--- src/adc_serial_pkg.sv ---
// ==========================================================================
// Shared constants for the dual channel serial result port.
// ==========================================================================
package adc_serial_pkg;

  // Result word is both 16-bit channels back to back.
  localparam int CHAN_W = 16;
  localparam int RESULT_W = 2 * CHAN_W;
  localparam int BIT_CNT_W = 6;
  localparam logic [BIT_CNT_W-1:0] BIT_CNT_RESET = 6'h00;
  localparam logic [BIT_CNT_W-1:0] CHAN_BITS = 6'h10;
  localparam logic [BIT_CNT_W-1:0] LAST_BIT = 6'h1f;
  localparam logic [BIT_CNT_W-1:0] RESULT_BITS = 6'h20;
  localparam logic [BIT_CNT_W-1:0] BIT_STEP = 6'h01;

  // Each master bit is four quarter steps: data, clock high, high, low.
  localparam logic [1:0] PH_DATA = 2'h0;
  localparam logic [1:0] PH_RISE = 2'h1;
  localparam logic [1:0] PH_HIGH = 2'h2;
  localparam logic [1:0] PH_FALL = 2'h3;

  // Quarter step length is DIV_BASE shifted left by the divider setting.
  localparam int DIV_CNT_W = 4;
  localparam logic [DIV_CNT_W-1:0] DIV_BASE = 4'h1;
  localparam logic [DIV_CNT_W-1:0] DIV_CNT_RESET = 4'h0;
  localparam logic [DIV_CNT_W-1:0] DIV_STEP = 4'h1;

  // System clock and the least spacing of conversion clock ticks.
  localparam int CLK_PERIOD_NS = 100;
  localparam int MIN_TICK_GAP_NS = 400;
  localparam int MIN_TICK_GAP_CYC = (MIN_TICK_GAP_NS + CLK_PERIOD_NS - 1) / CLK_PERIOD_NS;

  // Master shift engine states.
  typedef enum logic {M_IDLE, M_SHIFT} master_state_t;

endpackage

--- src/result_shifter.sv ---
`timescale 1ns/1ns
// ==========================================================================
// Result shift register with chain capture.
// ==========================================================================
module result_shifter
  import adc_serial_pkg::*;
(
  input wire logic clk,
  input wire logic resetn,
  input wire logic load,
  input wire logic [RESULT_W-1:0] load_word,
  input wire logic capture,
  input wire logic chain_in,
  input wire logic shift,
  output logic bit_out
);

  logic [RESULT_W-1:0] word_ff;
  logic chain_ff;

  // The word shifts left; the captured chain bit enters at the bottom.
  always_ff @(posedge clk) begin
    if (!resetn) begin
      word_ff <= '0;
    end else if (load) begin
      word_ff <= load_word;
    end else if (shift) begin
      word_ff <= {word_ff[RESULT_W-2:0], chain_ff};
    end
  end

  // Chain level is taken on the edge between two shifts.
  always_ff @(posedge clk) begin
    if (!resetn) begin
      chain_ff <= 1'b0;
    end else if (capture) begin
      chain_ff <= chain_in;
    end
  end

  assign bit_out = word_ff[RESULT_W-1];

endmodule // result_shifter

--- src/adc_serial_port.sv ---
`timescale 1ns/1ns
// Summary of operation
// - Low source select: device makes clock, strobe.
// - Master clock and strobe polarity may invert.
// - Master data stable across both clock edges.
// - Timing input picks after or during conversion.
// - During-conversion strobe drops after channel LSB.
// - During-conversion clock follows conversion ticks.
// - After-conversion master: busy holds until shifted.
// - Divider input slows after-conversion master clock.
// - High source select: host supplies clock.
// - Slave clock ignored unless selected and enabled.
// - Slave accepts free or burst clock.
// - Slave after-conversion: 32 pulses, MSB first.
// - Slave after-conversion accepts slow to fast clocks.
// - Chain input only in slave after-conversion.
// - Chain bit taken on opposite clock edge.
// - Slave during-conversion shifts previous result out.
// - Unfinished read at conversion end pulses overrun.
// - Reads may finish after next conversion starts.
// - Serial port used when interface select high.
// - Channel order select picks first channel.
// - Deselect or read disable floats data output.
module adc_serial_port
  import adc_serial_pkg::*;
(
  input wire logic clk,
  input wire logic resetn,
  input wire logic interface_select,
  input wire logic clock_source_select,
  input wire logic read_timing_or_chain_input,
  input wire logic [1:0] shift_clock_divider,
  input wire logic clock_invert,
  input wire logic channel_order_select,
  input wire logic chip_select_n,
  input wire logic read_enable_n,
  input wire logic sclk_in,
  input wire logic conv_start,
  input wire logic conv_bit_tick,
  input wire logic conv_done,
  input wire logic [CHAN_W-1:0] result_a,
  input wire logic [CHAN_W-1:0] result_b,
  output logic busy,
  output logic serial_data_out,
  output logic sdo_oe_n,
  output logic sclk_out,
  output logic sclk_oe_n,
  output logic frame_valid_strobe,
  output logic read_overrun_flag
);

  // ========================================================================
  // Mode decode
  // ========================================================================
  master_state_t state_ff, nxt_state;
  logic [1:0] phase_ff, nxt_phase;
  logic [BIT_CNT_W-1:0] bit_cnt_ff, nxt_bit_cnt;
  logic [DIV_CNT_W-1:0] div_cnt_ff;
  logic busy_ff, sdo_ff, sdo_oe_n_ff, sclk_ff, sclk_oe_n_ff, fvs_ff, overrun_ff;
  logic sclk_prev_ff, parity_ff, started_ff, chain_act_ff;
  logic shift_bit;

  // The serial port is in use only when interface select is high.
  // serial port enable
  wire serial_on = interface_select;
  wire master_on = serial_on & !clock_source_select;
  wire slave_on = serial_on & clock_source_select;
  wire rdc_mode = read_timing_or_chain_input;
  wire master_rac = master_on & !rdc_mode;
  wire master_rdc = master_on & rdc_mode;
  wire bus_enabled = !chip_select_n & !read_enable_n;

  wire [RESULT_W-1:0] load_word = channel_order_select ? {result_a, result_b}
                                                       : {result_b, result_a};

  // ========================================================================
  // Master shift clock generation
  // ========================================================================
  // divider sets quarter step
  wire [DIV_CNT_W-1:0] div_len = DIV_BASE << shift_clock_divider;
  wire div_tick = (div_cnt_ff == div_len - DIV_STEP);
  wire m_go = master_rdc ? conv_bit_tick : div_tick;
  wire m_step = master_rdc ? 1'b1 : div_tick;
  wire m_shifting = (state_ff == M_SHIFT);
  wire m_shift = m_shifting & (phase_ff == PH_FALL) & m_step;
  wire m_last = m_shift & (bit_cnt_ff == LAST_BIT);
  wire m_start = master_rdc ? conv_start : (master_rac & conv_done);
  wire sclk_raw = m_shifting & ((phase_ff == PH_RISE) | (phase_ff == PH_HIGH));
  wire fvs_raw = m_shifting & !((phase_ff == PH_DATA) & (bit_cnt_ff == CHAN_BITS));

  // Divider free-runs so every quarter step after the first of a frame has the same length.
  always_ff @(posedge clk) begin
    if (!resetn || div_tick) begin
      div_cnt_ff <= DIV_CNT_RESET;
    end else begin
      div_cnt_ff <= div_cnt_ff + DIV_STEP;
    end
  end

  // Next master state: wait for a frame start, then walk the four phases.
  always_comb begin
    nxt_state = state_ff;
    nxt_phase = phase_ff;
    case (state_ff)
      M_IDLE: begin
        nxt_phase = PH_DATA;
        if (m_start) begin
          nxt_state = M_SHIFT;
        end
      end
      M_SHIFT: begin
        if (!master_on) begin
          nxt_state = M_IDLE;
        end else if (phase_ff == PH_DATA) begin
          if (m_go) begin
            nxt_phase = PH_RISE;
          end
        end else if (m_step) begin
          nxt_phase = phase_ff + 2'h1;
          if (m_last) begin
            nxt_state = M_IDLE;
          end
        end
      end
      default: begin
        nxt_state = M_IDLE;
        nxt_phase = PH_DATA;
      end
    endcase
  end

  // Master state registers.
  always_ff @(posedge clk) begin
    if (!resetn) begin
      state_ff <= M_IDLE;
      phase_ff <= PH_DATA;
    end else begin
      state_ff <= nxt_state;
      phase_ff <= nxt_phase;
    end
  end

  // ========================================================================
  // Slave shift clock handling
  // ========================================================================
  // clock counted only when selected
  wire s_en = slave_on & bus_enabled;
  // any edge counts, whatever idle level or slow rate
  wire s_edge = s_en & (sclk_in ^ sclk_prev_ff);
  // chain taken on the opposite edge
  wire s_capture = s_edge & !parity_ff;
  // stop after the last bit unless chaining
  wire s_more = chain_act_ff | (bit_cnt_ff < RESULT_BITS);
  // second edge of each pulse advances a bit
  wire s_shift = s_edge & parity_ff & s_more;
  // only conversion end can cut a read short
  wire overrun_hit = slave_on & conv_done & started_ff & (bit_cnt_ff < RESULT_BITS);

  // Previous clock level and edge parity within a pulse.
  always_ff @(posedge clk) begin
    if (!resetn) begin
      sclk_prev_ff <= 1'b0;
      parity_ff <= 1'b0;
    end else begin
      sclk_prev_ff <= sclk_in;
      parity_ff <= s_en ? (parity_ff ^ s_edge) : 1'b0;
    end
  end

  // Read started flag and chaining, which only a read after conversion gets.
  always_ff @(posedge clk) begin
    if (!resetn || conv_done) begin
      started_ff <= 1'b0;
      chain_act_ff <= 1'b0;
    end else if (s_edge && !started_ff) begin
      started_ff <= 1'b1;
      // chain only when read after conversion
      chain_act_ff <= !busy_ff;
    end
  end

  // ========================================================================
  // Shared bit counter and shift register
  // ========================================================================
  assign shift_bit = master_on ? m_shift : s_shift;

  // Bit count restarts on a new result or a master frame; it saturates at 32.
  always_comb begin
    nxt_bit_cnt = bit_cnt_ff;
    if (conv_done || m_start) begin
      nxt_bit_cnt = BIT_CNT_RESET;
    end else if (shift_bit && bit_cnt_ff < RESULT_BITS) begin
      nxt_bit_cnt = bit_cnt_ff + BIT_STEP;
    end
  end

  // Bit counter register.
  always_ff @(posedge clk) begin
    if (!resetn) begin
      bit_cnt_ff <= BIT_CNT_RESET;
    end else begin
      bit_cnt_ff <= nxt_bit_cnt;
    end
  end

  logic shifter_msb;

  // previous result kept until next load
  result_shifter result_shifter_i (
    .clk(clk),
    .resetn(resetn),
    .load(conv_done),
    .load_word(load_word),
    .capture(s_capture),
    .chain_in(read_timing_or_chain_input),
    .shift(shift_bit),
    .bit_out(shifter_msb)
  );

  // ========================================================================
  // Busy and overrun
  // ========================================================================
  // after-conversion master keeps busy to the last bit
  wire busy_hold = master_rac & (conv_done | m_shifting);

  // Busy rises at conversion start and falls at its end or after the shift.
  always_ff @(posedge clk) begin
    if (!resetn) begin
      busy_ff <= 1'b0;
    end else if (conv_start) begin
      busy_ff <= 1'b1;
    end else if (busy_hold) begin
      busy_ff <= !m_last;
    end else if (conv_done) begin
      busy_ff <= 1'b0;
    end
  end

  // Overrun is a single cycle pulse.
  always_ff @(posedge clk) begin
    if (!resetn) begin
      overrun_ff <= 1'b0;
    end else begin
      overrun_ff <= overrun_hit;
    end
  end

  // ========================================================================
  // Pin registers
  // ========================================================================
  // optional clock and strobe inversion
  always_ff @(posedge clk) begin
    if (!resetn) begin
      sclk_ff <= 1'b0;
      fvs_ff <= 1'b0;
      sclk_oe_n_ff <= 1'b1;
    end else begin
      sclk_ff <= sclk_raw ^ clock_invert;
      fvs_ff <= fvs_raw ^ clock_invert;
      sclk_oe_n_ff <= !master_on;
    end
  end

  // master data changes only with the raw clock low
  always_ff @(posedge clk) begin
    if (!resetn) begin
      sdo_ff <= 1'b0;
      sdo_oe_n_ff <= 1'b1;
    end else begin
      sdo_ff <= shifter_msb;
      sdo_oe_n_ff <= !(serial_on & bus_enabled);
    end
  end

  assign busy = busy_ff;
  assign serial_data_out = sdo_ff;
  assign sdo_oe_n = sdo_oe_n_ff;
  assign sclk_out = sclk_ff;
  assign sclk_oe_n = sclk_oe_n_ff;
  assign frame_valid_strobe = fvs_ff;
  assign read_overrun_flag = overrun_ff;
endmodule // adc_serial_port

--- config.mk ---
export PLATFORM = sky130hd
export DESIGN_NAME = adc_serial_port
export DESIGN_NICKNAME = d
export VERILOG_FILES = /design/src/adc_serial_pkg.sv /design/src/result_shifter.sv /design/src/adc_serial_port.sv
export SDC_FILE = /design/constraint.sdc
export NUM_CORES = 1
export LEC_CHECK = 0
export ABC_AREA = 1
export BUFFER_PORTS_ARGS = -buffer_cell sky130_fd_sc_hd__buf_4
export CELL_PAD_IN_SITES_DETAIL_PLACEMENT = 1
export CELL_PAD_IN_SITES_GLOBAL_PLACEMENT = 1
export CORE_MARGIN = 5
export CORE_UTILIZATION = 39
export DETAILED_ROUTE_END_ITERATION = 8
export GPL_TIMING_DRIVEN = 0
export PLACE_DENSITY_LB_ADDON = 0.25
export SLEW_MARGIN = 30
export SYNTH_ARGS = -nofsm -noshare
export SYNTH_HDL_FRONTEND = slang
export SYNTH_SLANG_ARGS = --single-unit
--- constraint.sdc ---
create_clock -name clk -period 1.95 [get_ports clk]
set_input_delay 0 -clock clk [delete_from_list [all_inputs] [get_ports clk]]
set_output_delay 0 -clock clk [all_outputs]
set_load 0.02 [all_outputs]
==> qor.txt, run 1 <==
Clock transition at the registers of the reported paths - 60 ps
Slew @ Worst Pin - 545 ps
Syn. warnings - 0
Commonest non-fill, non-tap cell in the layout - nand2_1
Initial antenna violation count - 0
Vias per cell - 4.99
CP max FO - 10
CP delay by family, top - compound AO/OA/AOI/OAI gates
Pin count of the biggest net entering global routing - 11
Die area - 9760 um^2
Longest Clk Path Bufs - 2
Setup_tns - 0 ps
ANT nets after route - 0
Nets - 608
Post-Syn Instances - 484
Crit Path Class - flip-flop to flip-flop
FP Rows - 32
Syn avg cell area - 6.35 um^2
FILL cells - 1073
Core Region - 7690 um^2
Worst endpoint required time - 2170 ps
Sink Count - 57
Hold Path Class - primary input to flip-flop
Dpl hpwl - 7450 um
Crit path cell chain - o21ai_0, a211oi_2, ha_1, o211ai_2, nand3_4, buf_6, nand2_1, nand2_1, nor2_1
Crit-path most repeated cell - nand2_1
Maxcap violations - 0
Layout Skew - 5.87 ps
Sequential element share of the synthesized area - 37.1%
Period utilization - 88.0%
Postcts setup bufs - 0
Relative slew slack - 63.6%
Number of instances in the placed design - 637
Area delta synth->final - 24.3%
CP arrival - 1940 ps
Pwr dens - 702 nW/um^2
GRT Overall Usage - 21.0%
Netlist cell types - 27
Worst vdd ir - 0.308 mV
Synthesized flop and latch total - 57
Final cell count without fillers - 658
Vias - 3286
Netlist Area Pre-Place - 3070 um^2
Vias in the first global route - 3445
Final Wtd Congestion - 0.833
First-pass GRT wire length - 16600 um
Chip Width - 98.8 um
Setup violators final - 0
Leak - 1.81 nW
H-tree levels - 3
Critical Path Source Type - flip-flop
Initial Utilization - 40.0%
Worst Setup End Kind - flip-flop
Crit path largest cell delay - 340 ps
IO Count - 54
DR DRC count - 0
Max-slew violations - 0
Hold violation count in the final report - 0
Routed WL - 9780 um
Per-cell routed wire length - 14.9 um
Commonest non-fill, non-tap cells in the layout - nand2_1 (157), nor2_1 (86), dfxtp_1 (57)
N_diodes - 0
Initial drt markers - 131
Syn Nets - 538
RSZ-0062 raised after global routing - no
Crit path max-delay cell type - dfxtp_1
CTS root buffer - clkbuf_8
IO buf count - 51
CTS tree - yes
Finished Core Util - 49.7%
Layout cells sized above 1 - 14.2%
Fin crit period - 1720 ps
FMAX - 583 MHz
Buf/Inv on CP - 1
Total grt overflow - 0
Die H - 98.8 um
TritonRoute pass-1 iters - 4
Worst-Skew Late Latency - 330 ps
CTS Buf Count - 9
Outcome - completed
synthesized netlist by cell type:
cell	n	share of area, %
buf_1	4	0.49
nand2_1	157	19
a21oi_1	14	2.3
a211oi_1	1	0.24
inv_1	31	3.8
buf_6	4	1.5
a31oi_1	1	0.20
or2_0	1	0.20
dfxtp_1	57	37
buf_2	2	0.33
o211ai_2	1	0.41
nor2_1	86	11
buf_4	2	0.49
nand3_2	1	0.33
clkbuf_1	13	1.6
nor3_1	5	0.81
ha_1	7	2.8
o21ai_0	27	4.4
xor2_1	3	0.85
nand3b_1	1	0.24
o21ai_1	14	2.3
nand3_4	2	1.1
nand3_1	41	6.7
nand2_2	3	0.61
xnor2_1	2	0.57
nand2_4	1	0.37
nand4_1	3	0.61
path summary, 6_finish.rpt:
kind / slack [ps] / cells past startpoint / startpoint / endpoint
setup / recovery: 230 / 9 / sclk_prev_ff / result_shifter_i.word_ff[7]
hold / removal: 110 / 3 / conv_done / read_overrun_flag
setup reg to reg: 230 / 9 / sclk_prev_ff / result_shifter_i.word_ff[7]
hold reg to reg: 450 / 2 / result_shifter_i.word_ff[31] / serial_data_out
timing repair:
action                                  in CTS  in global routing
hold buffers                                 8                  0
gates resized for setup                      0                  1
endpoints found under the setup margin       0                  9
hold endpoints to repair                     8                  0
worst min-delay path, cell delays in order:
cell    delay (ps)
buf_4          120
inv_1          190
nor3_1          80
layout make-up:
type                    count  area [um^2]  area share (%)
inverters                  31          116            3.05
multi-input cells         371         1690            44.2
clock inverters             1         5.00           0.131
clock buffers              12          145            3.80
plain buffers              25          134            3.50
repair buffers             59          463            12.1
flip-flops and latches     57         1140            29.9
well taps                 102          128            3.34
power by group:
group          internal, mW  total [mW]  switching [mW]
clock                 0.473       0.919           0.446
combinational         0.203       0.489           0.286
sequential             1.23        1.27          0.0408
registers in the layout (all words and copies together), names as in the netlist, 2 cells and up:
register and count:
result_shifter_i.word_ff 32, bit_cnt_ff 6, div_cnt_ff 4, phase_ff 2
cells by family (layout without fill, tap and decap cells):
| kind of cell | after synthesis | count (layout) | synth area share [%] |
|---|---|---|---|
| compound gates | 58 | 58 | 9.81 |
| xor+xnor | 5 | 5 | 1.42 |
| simple gates | 301 | 301 | 40.7 |
| fa+ha+maj | 7 | 7 | 2.85 |
| flops | 57 | 57 | 37.1 |
| buf+inv | 56 | 128 | 8.14 |
layer usage:
layer	up-vias	global-route usage (%)	wire, um
met5	-	0	0
met4	0	7.14	160
met3	14	3.68	423
met2	68	35.8	4810
met1	1540	26.6	4380
li1	1664	-	-
per-stage QoR:
step | hold slack (ps) | setup slack (ps) | cell area (um^2) | power [mW]
after detailed placement | 220 | 137 | 3580 | 1.77
final | 106 | 234 | 3820 | 2.68
after global routing | 90.6 | 69.4 | 3820 | 2.85
after CTS | 89.0 | 119 | 3810 | 2.70
after floorplan | 97.6 | 411 | 3070 | 1.58
after global placement | 199 | 185 | 3580 | 1.75
Power figures use the tool's default switching activity.
==> run 2: changes to the inputs <==
Settings changed: CORE_ASPECT_RATIO from default to 0.5.
==> qor.txt, run 2 (synthesis gave the netlist of run 1 again) <==
Nets - 609
CTS tree - yes
Fin crit period - 1870 ps
Clock transition at the registers of the reported paths - 50 ps
Worst Setup End Kind - flip-flop
CTS root buffer - clkbuf_16
Vias per cell - 4.96
Vias in the first global route - 3393
Worst-Skew Late Latency - 330 ps
Sink Count - 57
IO buf count - 51
Number of instances in the placed design - 643
TritonRoute pass-1 iters - 5
GRT Overall Usage - 21.4%
CP delay by family, top - compound AO/OA/AOI/OAI gates
Relative slew slack - 59.8%
Layout Skew - 3.50 ps
DR DRC count - 0
Crit-path most repeated cell - nand2_1
Routed WL - 9900 um
Reg with most FFs - result_shifter_i.word_ff
Outcome - completed
Vias - 3316
Leak - 1.89 nW
Die area - 9870 um^2
Crit Path Class - flip-flop to flip-flop
Commonest non-fill, non-tap cell in the layout - nand2_1
First-pass GRT wire length - 16500 um
Crit path cell chain - o21ai_0, a211oi_2, ha_1, o211ai_2, nand3_4, buf_6, nand2_1, nand2_1, nor2_1
Top Registers - result_shifter_i.word_ff: 32 flops, bit_cnt_ff: 6 flops, div_cnt_ff: 4 flops
Initial drt markers - 139
CTS Buf Count - 9
CP arrival - 2090 ps
Chip Width - 136 um
Finished Core Util - 53.3%
Dpl hpwl - 6790 um
FMAX - 536 MHz
Longest Clk Path Bufs - 2
Area delta synth->final - 29.9%
Pwr dens - 849 nW/um^2
Layout cells sized above 1 - 14.8%
Initial Utilization - 41.1%
Worst endpoint required time - 2180 ps
Max reg flops - 32
IO Count - 54
Critical Path Source Type - flip-flop
Crit path max-delay cell type - dfxtp_1
Final cell count without fillers - 668
Register Area - 1140 um^2
Per-cell routed wire length - 14.8 um
Final Wtd Congestion - 0.827
Buf/Inv on CP - 1
Core Region - 7490 um^2
Maxcap violations - 0
FILL cells - 1021
Multi-input gate area in the final layout - 1690 um^2
Max-slew violations - 0
Hold violation count in the final report - 0
Pin count of the biggest net entering global routing - 11
Hold Path Class - primary input to flip-flop
N_diodes - 0
H-tree levels - 3
Setup violators final - 0
Commonest non-fill, non-tap cells in the layout - nand2_1 (157), nor2_1 (86), dfxtp_1 (57)
ANT nets after route - 0
Die H - 72.8 um
Crit path largest cell delay - 350 ps
Worst vdd ir - 0.593 mV
Period utilization - 95.7%
CP max FO - 10
FP Rows - 22
Total grt overflow - 0
Slew @ Worst Pin - 603 ps
Initial antenna violation count - 0
## run 2: worst paths after layout
check | cells after the start | from | end | slack, ps
worst max-delay path | 9 | sclk_prev_ff | result_shifter_i.word_ff[30] | 80
worst min-delay path | 3 | resetn | phase_ff[0] | 100
worst max register to register | 9 | sclk_prev_ff | result_shifter_i.word_ff[30] | 80
worst min register to register | 2 | result_shifter_i.word_ff[31] | serial_data_out | 430
## run 2: layer usage
| metal | vias to the layer above | global-route usage (%) | wire [um] | part of all wire [%] |
|---|---|---|---|---|
| met5 | - | 0 | 0 | 0 |
| met4 | 0 | 5.70 | 99 | 1.0 |
| met3 | 11 | 6.13 | 419 | 4.2 |
| met2 | 51 | 38.3 | 4840 | 49 |
| met1 | 1581 | 25.4 | 4530 | 46 |
| li1 | 1673 | - | - | - |
## run 2: report_power, final
group / switching, mW / internal [mW] / leakage (nW)
combinational: 0.291 / 0.203 / 1.27
sequential: 0.0370 / 1.24 / 0.470
clock: 0.533 / 1.09 / 0.153
total: 0.861 / 2.53 / 1.89
## run 2: worst min-delay path: stages
cell and delay, ps:
clkbuf_1 210, nand2_1 130, nor3_1 40
## run 2: stage by stage
step | setup TNS, ps | setup WS (ps) | cell area, um^2 | power (mW) | hold WS, ps
detailed placement | 0 | 86.0 | 3590 | 1.77 | 211
floorplan | 0 | 411 | 3070 | 1.58 | 97.6
global route | -26.0 | -26.0 | 3990 | 3.55 | 136
global placement | 0 | 172 | 3590 | 1.75 | 203
CTS | 0 | 32.3 | 3980 | 3.41 | 88.4
finish | 0 | 84.5 | 3990 | 3.39 | 104
## run 2: timing repair
action	CTS	global route
hold buffers	8	0
endpoints found under the hold margin	8	0
setup buffers	0	1
setup endpoints to repair	0	33
resized for setup	0	1
## run 2: final cells by class
type / count / share of cell area (%)
multi-input combinational: 371 / 42.3
sequential: 57 / 28.6
timing repair buffer: 60 / 11.8
clock buffer: 14 / 6.86
tap: 108 / 3.38
buffer: 25 / 3.35
inverter: 31 / 2.91
clock inverter: 2 / 0.877
